## src/core/ovuvf_pkg.sv

```systemverilog
package ovuvf_pkg;
	// command codes of the four configuration registers
	localparam logic [7:0] CMD_OVUV_CFG = 8'hD8;
	localparam logic [7:0] CMD_TEMP_SCALE = 8'hD9;
	localparam logic [7:0] CMD_TEMP_OFFSET = 8'hDA;
	localparam logic [7:0] CMD_ALERT_MASK = 8'hDB;
	// transfer lengths in bytes; a block carries its count byte first
	localparam int LEN_BYTE = 1;
	localparam int LEN_WORD = 2;
	localparam int MASK_BYTES = 7;
	localparam int LEN_BLOCK = MASK_BYTES + 1;
	localparam int BUF_IDX_W = 4;
	// ovuv_fault_config fields
	localparam int CFG_COUNT_LSB = 0;
	localparam int CFG_COUNT_W = 4;
	localparam int CFG_CROWBAR_BIT = 7;
	// reset values
	localparam logic [7:0] OVUV_CFG_RST = 8'h00;
	localparam logic [15:0] TEMP_SCALE_RST = 16'h0001;
	localparam logic [15:0] TEMP_OFFSET_RST = 16'h0000;
	localparam logic [55:0] ALERT_MASK_RST = 56'h0;
	localparam logic [7:0] UNMAPPED_BYTE = 8'hFF;
	// status bit positions within the 56-bit status image
	localparam int ST_VOUT_OV = 7;
	localparam int ST_VOUT_UV = 4;
	localparam int ST_TEMP_EXT1 = 25;
	localparam int ST_TEMP_EXT0 = 26;
	localparam int ST_TEMP_INT = 27;
	localparam int ST_OTHER_COMM = 33;
	localparam int ST_PEC_FAIL = 37;
	localparam int ST_INV_DATA = 38;
	localparam int ST_INV_CMD = 39;
	localparam int ST_VOLTAGE_MONITOR_OV_FLT = 48;
	localparam int ST_VOLTAGE_MONITOR_UV_FLT = 49;
	localparam int ST_GROUP_FLT = 50;
	localparam int ST_TSW_FLT = 51;
	localparam int ST_VOLTAGE_MONITOR_OV_WARN = 52;
	localparam int ST_VOLTAGE_MONITOR_UV_WARN = 53;
	localparam int ST_GCB_FLT = 54;
	localparam int ST_INIT_FLT = 55;
	// monitor warning thresholds in percent of the fault limit
	localparam logic [7:0] PCT_FULL = 8'h64;
	localparam logic [7:0] VOLTAGE_MONITOR_UV_WARN_PCT = 8'h6E;
	localparam logic [7:0] VOLTAGE_MONITOR_OV_WARN_PCT = 8'h5F;
	// timing
	localparam int CLK_PERIOD_NS = 50;
	localparam int SYNC_LOSS_NS = 10000;
	localparam int SYNC_LOSS_CYCLES = (SYNC_LOSS_NS + CLK_PERIOD_NS - 1) / CLK_PERIOD_NS;
	localparam int SYNC_CNT_W = $clog2(SYNC_LOSS_CYCLES + 1);
	localparam int DIV_W = 16;
	localparam int DIV_CNT_W = 5;
	// sticky event flags kept by this block
	localparam int EV_INV_CMD = 0;
	localparam int EV_INV_DATA = 1;
	localparam int EV_PEC = 2;
	localparam int EV_OTHER = 3;
	localparam int EV_VOUT_OV = 4;
	localparam int EV_VOUT_UV = 5;
	localparam int EV_TSW = 6;
	localparam int EV_N = 7;
	typedef enum logic [1:0] {DIV_IDLE, DIV_RUN, DIV_DONE} ovuvf_div_e;
endpackage

```

## src/core/ovuvf_divider.sv

```systemverilog
`timescale 1ns/100ps
module ovuvf_divider (
	input wire logic ref_clk,
	input wire logic resetn,
	input wire logic ce,
	input wire logic start,
	input wire logic [ovuvf_pkg::DIV_W-1:0] dividend,
	input wire logic [ovuvf_pkg::DIV_W-1:0] divisor,
	output logic busy,
	output logic done,
	output logic [ovuvf_pkg::DIV_W-1:0] quotient
);
	import ovuvf_pkg::*;
	// restoring divider, one quotient bit per cycle; a zero divisor yields all ones
	ovuvf_div_e state_reg;
	logic [DIV_W-1:0] rem_reg;
	logic [DIV_W-1:0] quo_reg;
	logic [DIV_W-1:0] dvs_reg;
	logic [DIV_CNT_W-1:0] cnt_reg;
	wire [DIV_W:0] trial = {rem_reg, quo_reg[DIV_W-1]};
	wire fits = trial >= {1'b0, dvs_reg};
	wire [DIV_W:0] trial_sub = trial - {1'b0, dvs_reg};
	wire [DIV_W-1:0] rem_next = fits ? trial_sub[DIV_W-1:0] : trial[DIV_W-1:0];
	wire [DIV_W-1:0] quo_next = {quo_reg[DIV_W-2:0], fits};

	assign busy = state_reg == DIV_RUN;
	assign done = state_reg == DIV_DONE;
	assign quotient = quo_reg;

	always_ff @(posedge ref_clk) begin
		if (!resetn) begin
			state_reg <= DIV_IDLE;
			rem_reg <= '0;
			quo_reg <= '0;
			dvs_reg <= '0;
			cnt_reg <= '0;
		end else if (ce) begin
			case (state_reg)
				DIV_IDLE: begin
					if (start) begin
						rem_reg <= '0;
						quo_reg <= dividend;
						dvs_reg <= divisor;
						cnt_reg <= '0;
						state_reg <= DIV_RUN;
					end
				end
				DIV_RUN: begin
					rem_reg <= rem_next;
					quo_reg <= quo_next;
					cnt_reg <= cnt_reg + 5'h01;
					if (cnt_reg == 5'(DIV_W - 1)) begin
						state_reg <= DIV_DONE;
					end
				end
				DIV_DONE: state_reg <= DIV_IDLE;
				default: state_reg <= DIV_IDLE;
			endcase
		end
	end
endmodule

```

## src/core/ovuvf_top.sv

```systemverilog
`timescale 1ns/100ps
module ovuvf_top (
	input wire logic ref_clk,
	input wire logic resetn,
	input wire logic ce,
	input wire logic tx_start,
	input wire logic [7:0] tx_code,
	input wire logic tx_end,
	input wire logic wr_valid,
	input wire logic [7:0] wr_byte,
	input wire logic rd_req,
	output logic rd_valid,
	output logic [7:0] rd_byte,
	input wire logic pec_fail,
	input wire logic protected_wr,
	input wire logic comm_fault_other,
	input wire logic clear_status,
	input wire logic sample_valid,
	input wire logic ov_viol,
	input wire logic uv_viol,
	output logic lowside_on,
	input wire logic temp_valid,
	input wire logic [ovuvf_pkg::DIV_W-1:0] temp_meas,
	output logic temp_report_valid,
	output logic [15:0] temp_report,
	input wire logic voltage_monitor_valid,
	input wire logic [15:0] voltage_monitor,
	input wire logic [15:0] voltage_monitor_uv_limit,
	input wire logic [15:0] voltage_monitor_ov_limit,
	input wire logic sync_en,
	input wire logic sync_clk_pin,
	input wire logic [55:0] status_in,
	output logic [55:0] status_image,
	output logic alert_output
);
	import ovuvf_pkg::*;

	// configuration registers
	logic [7:0] ovuv_fault_config_reg;
	logic [15:0] ext_temp_scale_reg;
	logic [15:0] ext_temp_offset_reg;
	logic [55:0] alert_mask_block_reg;

	// command transaction state
	logic [7:0] code_reg;
	logic known_reg;
	logic [BUF_IDX_W-1:0] wr_idx_reg;
	logic [BUF_IDX_W-1:0] rd_idx_reg;
	logic overrun_reg;
	logic [7:0] buf_reg [0:LEN_BLOCK-1];

	wire code_known = tx_code == CMD_OVUV_CFG || tx_code == CMD_TEMP_SCALE ||
		tx_code == CMD_TEMP_OFFSET || tx_code == CMD_ALERT_MASK;
	wire is_cfg = code_reg == CMD_OVUV_CFG;
	wire is_scale = code_reg == CMD_TEMP_SCALE;
	wire is_offset = code_reg == CMD_TEMP_OFFSET;
	wire is_mask = code_reg == CMD_ALERT_MASK;
	wire wrote_any = wr_idx_reg != '0;
	wire len_ok = (is_cfg && wr_idx_reg == BUF_IDX_W'(LEN_BYTE)) ||
		((is_scale || is_offset) && wr_idx_reg == BUF_IDX_W'(LEN_WORD)) ||
		(is_mask && wr_idx_reg == BUF_IDX_W'(LEN_BLOCK) && buf_reg[0] == 8'(MASK_BYTES));
	wire commit = ce && tx_end && known_reg && wrote_any && len_ok && !overrun_reg;
	wire bad_data = ce && tx_end && known_reg && wrote_any && (!len_ok || overrun_reg);
	wire bad_cmd = ce && tx_start && !code_known;

	// mask bytes are stored in transfer order, byte 0 lowest
	logic [55:0] mask_wr;
	genvar gi;
	generate
		for (gi = 0; gi < MASK_BYTES; gi++) begin : g_mask
			assign mask_wr[gi*8 +: 8] = buf_reg[gi+1];
		end
	endgenerate

	always_ff @(posedge ref_clk) begin
		if (!resetn) begin
			code_reg <= 8'h00;
			known_reg <= 1'b0;
			wr_idx_reg <= '0;
			overrun_reg <= 1'b0;
			for (int i = 0; i < LEN_BLOCK; i++) begin
				buf_reg[i] <= 8'h00;
			end
		end else if (ce) begin
			if (tx_start) begin
				code_reg <= tx_code;
				known_reg <= code_known;
				wr_idx_reg <= '0;
				overrun_reg <= 1'b0;
			end else if (wr_valid && known_reg) begin
				if (wr_idx_reg == BUF_IDX_W'(LEN_BLOCK)) begin
					overrun_reg <= 1'b1;
				end else begin
					buf_reg[wr_idx_reg[2:0]] <= wr_byte;
					wr_idx_reg <= wr_idx_reg + 4'h1;
				end
			end
		end
	end

	always_ff @(posedge ref_clk) begin
		if (!resetn) begin
			ovuv_fault_config_reg <= OVUV_CFG_RST;
			ext_temp_scale_reg <= TEMP_SCALE_RST;
			ext_temp_offset_reg <= TEMP_OFFSET_RST;
			alert_mask_block_reg <= ALERT_MASK_RST;
		end else if (commit) begin
			if (is_cfg) ovuv_fault_config_reg <= buf_reg[0];
			if (is_scale) ext_temp_scale_reg <= {buf_reg[1], buf_reg[0]};
			if (is_offset) ext_temp_offset_reg <= {buf_reg[1], buf_reg[0]};
			if (is_mask) alert_mask_block_reg <= mask_wr;
		end
	end

	// read side: words low byte first, the block opens with its byte count
	wire [7:0] mask_rd_byte = rd_idx_reg == '0 ? 8'(MASK_BYTES) :
		rd_idx_reg > BUF_IDX_W'(MASK_BYTES) ? UNMAPPED_BYTE :
		alert_mask_block_reg[(rd_idx_reg - 4'h1)*8 +: 8];
	wire [15:0] word_rd = is_scale ? ext_temp_scale_reg : ext_temp_offset_reg;
	wire [7:0] word_rd_byte = rd_idx_reg == '0 ? word_rd[7:0] :
		rd_idx_reg == 4'h1 ? word_rd[15:8] : UNMAPPED_BYTE;
	wire [7:0] rd_sel = !known_reg ? UNMAPPED_BYTE :
		is_mask ? mask_rd_byte :
		is_cfg ? (rd_idx_reg == '0 ? ovuv_fault_config_reg : UNMAPPED_BYTE) : word_rd_byte;

	always_ff @(posedge ref_clk) begin
		if (!resetn) begin
			rd_idx_reg <= '0;
			rd_valid <= 1'b0;
			rd_byte <= 8'h00;
		end else if (ce) begin
			rd_valid <= rd_req && !tx_start;
			if (tx_start) begin
				rd_idx_reg <= '0;
			end else if (rd_req) begin
				rd_byte <= rd_sel;
				if (rd_idx_reg != 4'hF) rd_idx_reg <= rd_idx_reg + 4'h1;
			end
		end
	end

	// debounce of output over- and under-voltage, channel 0 is over-voltage
	wire [CFG_COUNT_W-1:0] cfg_count = ovuv_fault_config_reg[CFG_COUNT_LSB +: CFG_COUNT_W];
	wire [1:0] viol = {uv_viol, ov_viol};
	logic [CFG_COUNT_W-1:0] run_reg [0:1];
	logic [1:0] hit;
	generate
		for (gi = 0; gi < 2; gi++) begin : g_deb
			// the run saturates at the field maximum, not at the count, so a lowered count acts at once
			assign hit[gi] = sample_valid && viol[gi] && run_reg[gi] >= cfg_count;
			always_ff @(posedge ref_clk) begin
				if (!resetn) begin
					run_reg[gi] <= '0;
				end else if (ce && sample_valid) begin
					if (!viol[gi]) begin
						run_reg[gi] <= '0;
					end else if (run_reg[gi] != {CFG_COUNT_W{1'b1}}) begin
						run_reg[gi] <= run_reg[gi] + 4'h1;
					end
				end
			end
		end
	endgenerate

	// independent run count for the debounce checks, one bit wider than the field
	logic [CFG_COUNT_W:0] ov_run_chk_reg;
	always_ff @(posedge ref_clk) begin
		if (!resetn) begin
			ov_run_chk_reg <= '0;
		end else if (ce && sample_valid) begin
			if (!ov_viol) begin
				ov_run_chk_reg <= '0;
			end else if (!ov_run_chk_reg[CFG_COUNT_W]) begin
				ov_run_chk_reg <= ov_run_chk_reg + 5'h01;
			end
		end
	end

	// external sync watchdog; the first sync stage feeds only the second
	logic sync_s1_reg;
	logic sync_s2_reg;
	logic sync_s3_reg;
	logic [SYNC_CNT_W-1:0] sync_cnt_reg;
	wire sync_edge = sync_s2_reg && !sync_s3_reg;
	wire sync_lost = sync_en && !sync_edge && sync_cnt_reg == SYNC_CNT_W'(SYNC_LOSS_CYCLES - 1);

	always_ff @(posedge ref_clk) begin
		if (!resetn) begin
			sync_s1_reg <= 1'b0;
			sync_s2_reg <= 1'b0;
			sync_s3_reg <= 1'b0;
			sync_cnt_reg <= '0;
		end else if (ce) begin
			sync_s1_reg <= sync_clk_pin;
			sync_s2_reg <= sync_s1_reg;
			sync_s3_reg <= sync_s2_reg;
			if (!sync_en || sync_edge) begin
				sync_cnt_reg <= '0;
			end else if (sync_cnt_reg != SYNC_CNT_W'(SYNC_LOSS_CYCLES)) begin
				sync_cnt_reg <= sync_cnt_reg + 1'b1;
			end
		end
	end

	// sticky events: a new event in the clearing cycle survives the clear
	logic [EV_N-1:0] ev_reg;
	wire [EV_N-1:0] ev_set;
	assign ev_set[EV_INV_CMD] = bad_cmd;
	assign ev_set[EV_INV_DATA] = bad_data;
	assign ev_set[EV_PEC] = pec_fail;
	assign ev_set[EV_OTHER] = protected_wr || comm_fault_other;
	assign ev_set[EV_VOUT_OV] = hit[0];
	assign ev_set[EV_VOUT_UV] = hit[1];
	assign ev_set[EV_TSW] = sync_lost;

	always_ff @(posedge ref_clk) begin
		if (!resetn) begin
			ev_reg <= '0;
			lowside_on <= 1'b0;
		end else if (ce) begin
			ev_reg <= (ev_reg & {EV_N{!clear_status}}) | ev_set;
			lowside_on <= ev_reg[EV_VOUT_OV] && ovuv_fault_config_reg[CFG_CROWBAR_BIT];
		end
	end

	// monitor warnings, evaluated in percent without a divider
	wire [23:0] voltage_monitor_pct = voltage_monitor * PCT_FULL;
	wire [23:0] uv_warn_lim = voltage_monitor_uv_limit * VOLTAGE_MONITOR_UV_WARN_PCT;
	wire [23:0] ov_warn_lim = voltage_monitor_ov_limit * VOLTAGE_MONITOR_OV_WARN_PCT;
	wire uv_warn_now = voltage_monitor_pct < uv_warn_lim;
	wire ov_warn_now = voltage_monitor_pct > ov_warn_lim;
	logic uv_warn_reg;
	logic ov_warn_reg;

	always_ff @(posedge ref_clk) begin
		if (!resetn) begin
			uv_warn_reg <= 1'b0;
			ov_warn_reg <= 1'b0;
		end else if (ce && voltage_monitor_valid) begin
			uv_warn_reg <= uv_warn_now;
			ov_warn_reg <= ov_warn_now;
		end
	end

	// status image: bits this block owns are ored over the device inputs
	logic [55:0] own_bits;
	always_comb begin
		own_bits = '0;
		own_bits[ST_VOUT_OV] = ev_reg[EV_VOUT_OV];
		own_bits[ST_VOUT_UV] = ev_reg[EV_VOUT_UV];
		own_bits[ST_OTHER_COMM] = ev_reg[EV_OTHER];
		own_bits[ST_PEC_FAIL] = ev_reg[EV_PEC];
		own_bits[ST_INV_DATA] = ev_reg[EV_INV_DATA];
		own_bits[ST_INV_CMD] = ev_reg[EV_INV_CMD];
		own_bits[ST_TSW_FLT] = ev_reg[EV_TSW];
		own_bits[ST_VOLTAGE_MONITOR_OV_WARN] = ov_warn_reg;
		own_bits[ST_VOLTAGE_MONITOR_UV_WARN] = uv_warn_reg;
	end
	// bits 55, 54, 50, 49, 48, 27..25 arrive on status_in at their mask positions
	wire [55:0] status_all = status_in | own_bits;
	wire [55:0] unmasked = status_all & ~alert_mask_block_reg;

	always_ff @(posedge ref_clk) begin
		if (!resetn) begin
			status_image <= '0;
			alert_output <= 1'b0;
		end else if (ce) begin
			status_image <= status_all;
			alert_output <= |unmasked;
		end
	end

	// external temperature report; divider runs 16 cycles, samples arriving while it is not idle are dropped
	logic div_busy;
	logic div_done;
	logic [DIV_W-1:0] div_quo;
	ovuvf_divider u_div (
		.ref_clk(ref_clk),
		.resetn(resetn),
		.ce(ce),
		.start(temp_valid),
		.dividend(temp_meas),
		.divisor(ext_temp_scale_reg),
		.busy(div_busy),
		.done(div_done),
		.quotient(div_quo)
	);

	always_ff @(posedge ref_clk) begin
		if (!resetn) begin
			temp_report_valid <= 1'b0;
			temp_report <= 16'h0000;
		end else if (ce) begin
			temp_report_valid <= div_done;
			if (div_done) temp_report <= div_quo + ext_temp_offset_reg;
		end
	end
endmodule

```

## config.mk

```make
export PLATFORM = sky130hd
export DESIGN_NAME = ovuvf_top
export DESIGN_NICKNAME = d
export VERILOG_FILES = /design/src/core/ovuvf_pkg.sv /design/src/core/ovuvf_divider.sv /design/src/core/ovuvf_top.sv
export SDC_FILE = /design/constraint.sdc
export NUM_CORES = 1
export LEC_CHECK = 0
export BUFFER_PORTS_ARGS = -buffer_cell sky130_fd_sc_hd__buf_2
export CORE_MARGIN = 10
export CORE_UTILIZATION = 59
export DETAILED_ROUTE_END_ITERATION = 10
export PLACE_DENSITY = 0.8
export SYNTH_ARGS = -nofsm -noshare
export SYNTH_HDL_FRONTEND = slang
export SYNTH_SLANG_ARGS = --single-unit
export TNS_END_PERCENT = 5
```

## constraint.sdc

```tcl
create_clock -name ref_clk -period 13.64 [get_ports ref_clk]
set_clock_uncertainty 0.05 [all_clocks]
set_input_delay 1.364 -clock ref_clk [delete_from_list [all_inputs] [get_ports ref_clk]]
set_output_delay 1.364 -clock ref_clk [all_outputs]
set_load 0.02 [all_outputs]
```

==> results.cfg <==
[timing]
setup_tns_ns = 0
final_setup_viols = 0
final.period_utilization_pct = 47.90
timing.max_slew.rel_slack_pct = 23.37
fin_hold_ws_ns = 0.3945
hold_viol = 0
max_clock_freq_ghz = 0.1531
final_max_slew_viol_count = 0
timing.final.crit_period_ns = 6.533
grt_setup_unrepaired = no
tightestPinTransition_ns = 1.138

[power_and_ir_drop]
switching_share_pct = 37.61
share_seq_of_total_power_pct = 29.1
pwr-share-clk_pct = 25.1
power.share.combinational_pct = 45.9
p_per_area_nw_per_um2 = 145.0
total_switching_power_mw = 1.416
design_power_total_mw = 3.765
static_leakage_nw = 11.65
internal_power_mw = 2.349
vdd.ir_drop.worst_mv = 0.08315

[floorplanning]
std_cell_rows = 72
floorplan.initialDensity_pct = 60.00
chipWidth_microns = 218.9
io_pins = 238
core_sq_um = 38920
dieArea_sq_um = 47930
die_height_microns = 218.9

[clocking]
cts_tree = done
cts.repair_timing.setup_buffer_count = 0
post_cts_resized = 0
buffers_from_clock_root_to_sink_at_most = 3
htreeDepth = 2
clkLatencyLatePin_ns = 0.53
ctsHoldBuffers = 0
tritoncts.num_buffers = 35
cts.clk_slew.worst_paths_ns = 0.07
cts_sinks = 345
cts_root_buffer = clkbuf_16

[synthesis]
post-synth-top-area-cell = dfxtp_1
synth_seq_area_share_pct = 32.67
ys_seq_elements = 345
asyncSetResetFlopFracSynth_pct = 0
synth_nets = 3144
synth-edff-count = 72
ys_top_cells_by_area = dfxtp_1, ha_1, edfxtp_1
yosys.area.top_type_share_pct = 23.41
synth_cell_type_count = 71
post_synth.cell_area_avg_sq_um = 8.845
post_synth_inst_count = 2640
synth_flop_cell = dfxtp_1
synth-warning-count = 0
synthesis.area_sq_um = 23350

[route]
detail_route.first_pass.iterations = 7
viasPerCell = 5.863
drtAntennaViolNets = 0
route.vias.total = 19694
post-route-drc-count = 0
routed_wl_microns = 63170
drt_first_iter_violations = 1797
drt-wirelength-per-cell_microns = 18.81

[critical_path]
end_kind = flip-flop
path_max_fanout = 6
crit_buf_inv = 5
crit_path_dat_ns = 6.94
cp_slowest_stage_delay_ns = 0.55
critical_path_class = in2reg
worstPathCellList = buf_2 -> fa_1 -> inv_1 -> fa_1 -> inv_1 -> fa_1 -> inv_1 -> fa_1 -> inv_1 -> ha_1 -> o21a_1 -> o21ai_0 -> a31oi_1 -> o31a_1 -> o21ai_0 -> o21ai_0 -> xnor2_1 -> ha_1 -> nand4_1 -> nor2_1 -> a311oi_1 -> o21ai_0 -> o21ai_0 -> a31o_2
worstSetupStartpointType = primary input
cpLargestDelayFamily = adder cells
cell_mode_on_critical_path = o21ai_0
critical_path.slowest_cell = fa_1
critPathRequiredTime_ns = 14.05

[job]
cap_violations = 0

[global_routing]
grt_pass1_wl_microns = 100800
grt_max_degree = 125
grt_antenna_before_repair = 4
vias_in_the_first_global_route = 19303
globalRoute.totalOverflow = 0
grt_use_total_pct = 25.65

[finish]
total_area_of_multi_input_combinational_cells_sq_um = 14160
layout.core_utilization_pct = 66.72
fraction_of_layout_cells_with_a_size_suffix_above_1_pct = 11.24
area_delta_synth_final_pct = 11.20
final_net_count = 3320
register_area_sq_um = 7627
num-fill-cells = 3255
largest_register_ff_count = 64

[placement]
hpwlAfterDp_microns = 49640
port_buffers = 237
gp_routability_congestion = 0.9494

[hold_path]
hold_class = reg2reg

[run_status]
outcome = finished, final reports clean
[synthesized netlist by cell type, drive strengths merged (68+ instances only)]
cell type  count
nand3        141
clkbuf        83
fa           107
and2          72
edfxtp        72
o21ai        183
inv          305
ha           243
a21oi        149
dfxtp        273
mux2i         68
nand2        217
nor2         215
[worst register-to-register path: stages (launching register included)]
cell and delay, ns:
dfxtp_1 0.87, inv_1 0.26, ha_1 0.78, clkinv_1 0.43, a21o_1 0.28, nor2_1 0.44, a221oi_1 0.18, nor2_1 0.29
nor2_1 0.11, nor3_1 0.17
[routing by layer]
metal / wire length [microns] / vias up / GRT usage [%] / part of all wire (%)
met4: 1335 / 6 / 6.504 / 2.1
met2: 29520 / 710 / 42.90 / 47
met1: 27730 / 9353 / 34.35 / 44
met5: 46 / - / 0 / 0.073
li1: - / 9530 / - / -
met3: 4538 / 95 / 3.590 / 7.2
[final timing paths]
path / from / to / slack (ns) / cells after the start
max: voltage_monitor_ov_limit[4] / ov_warn_reg$_SDFFE_PN0P_ / 7.11 / 24
min: buf_reg[7][0]$_SDFFCE_PN0P_ / alert_mask_block_reg[48]$_SDFFE_PN0P_ / 0.39 / 2
max reg2reg: rd_idx_reg[0]$_SDFFE_PN0P_ / rd_byte[2]$_SDFFE_PN0P_ / 9.73 / 9
min reg2reg: buf_reg[7][0]$_SDFFCE_PN0P_ / alert_mask_block_reg[48]$_SDFFE_PN0P_ / 0.39 / 2
[power by group through the flow]
stage               clock (mW)  combinational, mW  sequential, mW
floorplan                    0               1.28            1.12
global placement             0               1.64            1.11
detailed placement           0               1.71            1.12
CTS                      0.952               1.73            1.09
global route             0.988               1.97            1.10
finish                   0.943               1.73            1.09
[cells in the final DEF (no fill, tap or decap), drive strengths merged, types with 17 or more instances in the layout]
master and n:
inv 307, clkbuf 47, xor2 46, dfxtp 273
nand2 217, nor2b 17, a211oi 23, o22ai 21
nand2b 24, nor3 30, nand4 26, a21o 31
o31ai 22, edfxtp 72, and2 72, nor2 215
xnor2 40, a21oi 149, o21a 19, fa 107
buf 245, o21ai 183, ha 243, nand3 141
mux2i 68
[kinds of logic (layout without fill, tap and decap cells)]
| group | count (synthesis) | in the layout | synth area share [%] |
|---|---|---|---|
| and+or+nand+nor | 788 | 788 | 15.84 |
| xor gates and xnor gates | 86 | 86 | 3.226 |
| other | 0 | 2 | 0 |
| buffers and inverters | 412 | 611 | 6.746 |
| DFF | 345 | 345 | 32.67 |
| muxes | 76 | 76 | 3.687 |
| adders and majority gates | 350 | 350 | 22.19 |
| AOI/OAI and AO/OA | 583 | 583 | 15.64 |
[cell type report]
class | count | area share (%)
multi-input combinational | 1883 | 54.55
sequential | 345 | 29.38
timing repair buffer | 245 | 4.833
inverter | 306 | 4.433
clock buffer | 47 | 3.903
tap | 518 | 2.496
clock inverter | 13 | 0.3903
antenna | 2 | 0.01928
[stage by stage]
step                      area [sq um]  cells  setup slack, ns
after floorplan                  23350   2640            7.318
after global placement           24850   3297            6.817
after detailed placement         24850   3297            6.609
after CTS                        25960   3357            7.156
after global routing             25960   3357            6.712
final                            25960   3359            7.107
Note: power is estimated with default switching activity, not from simulation.
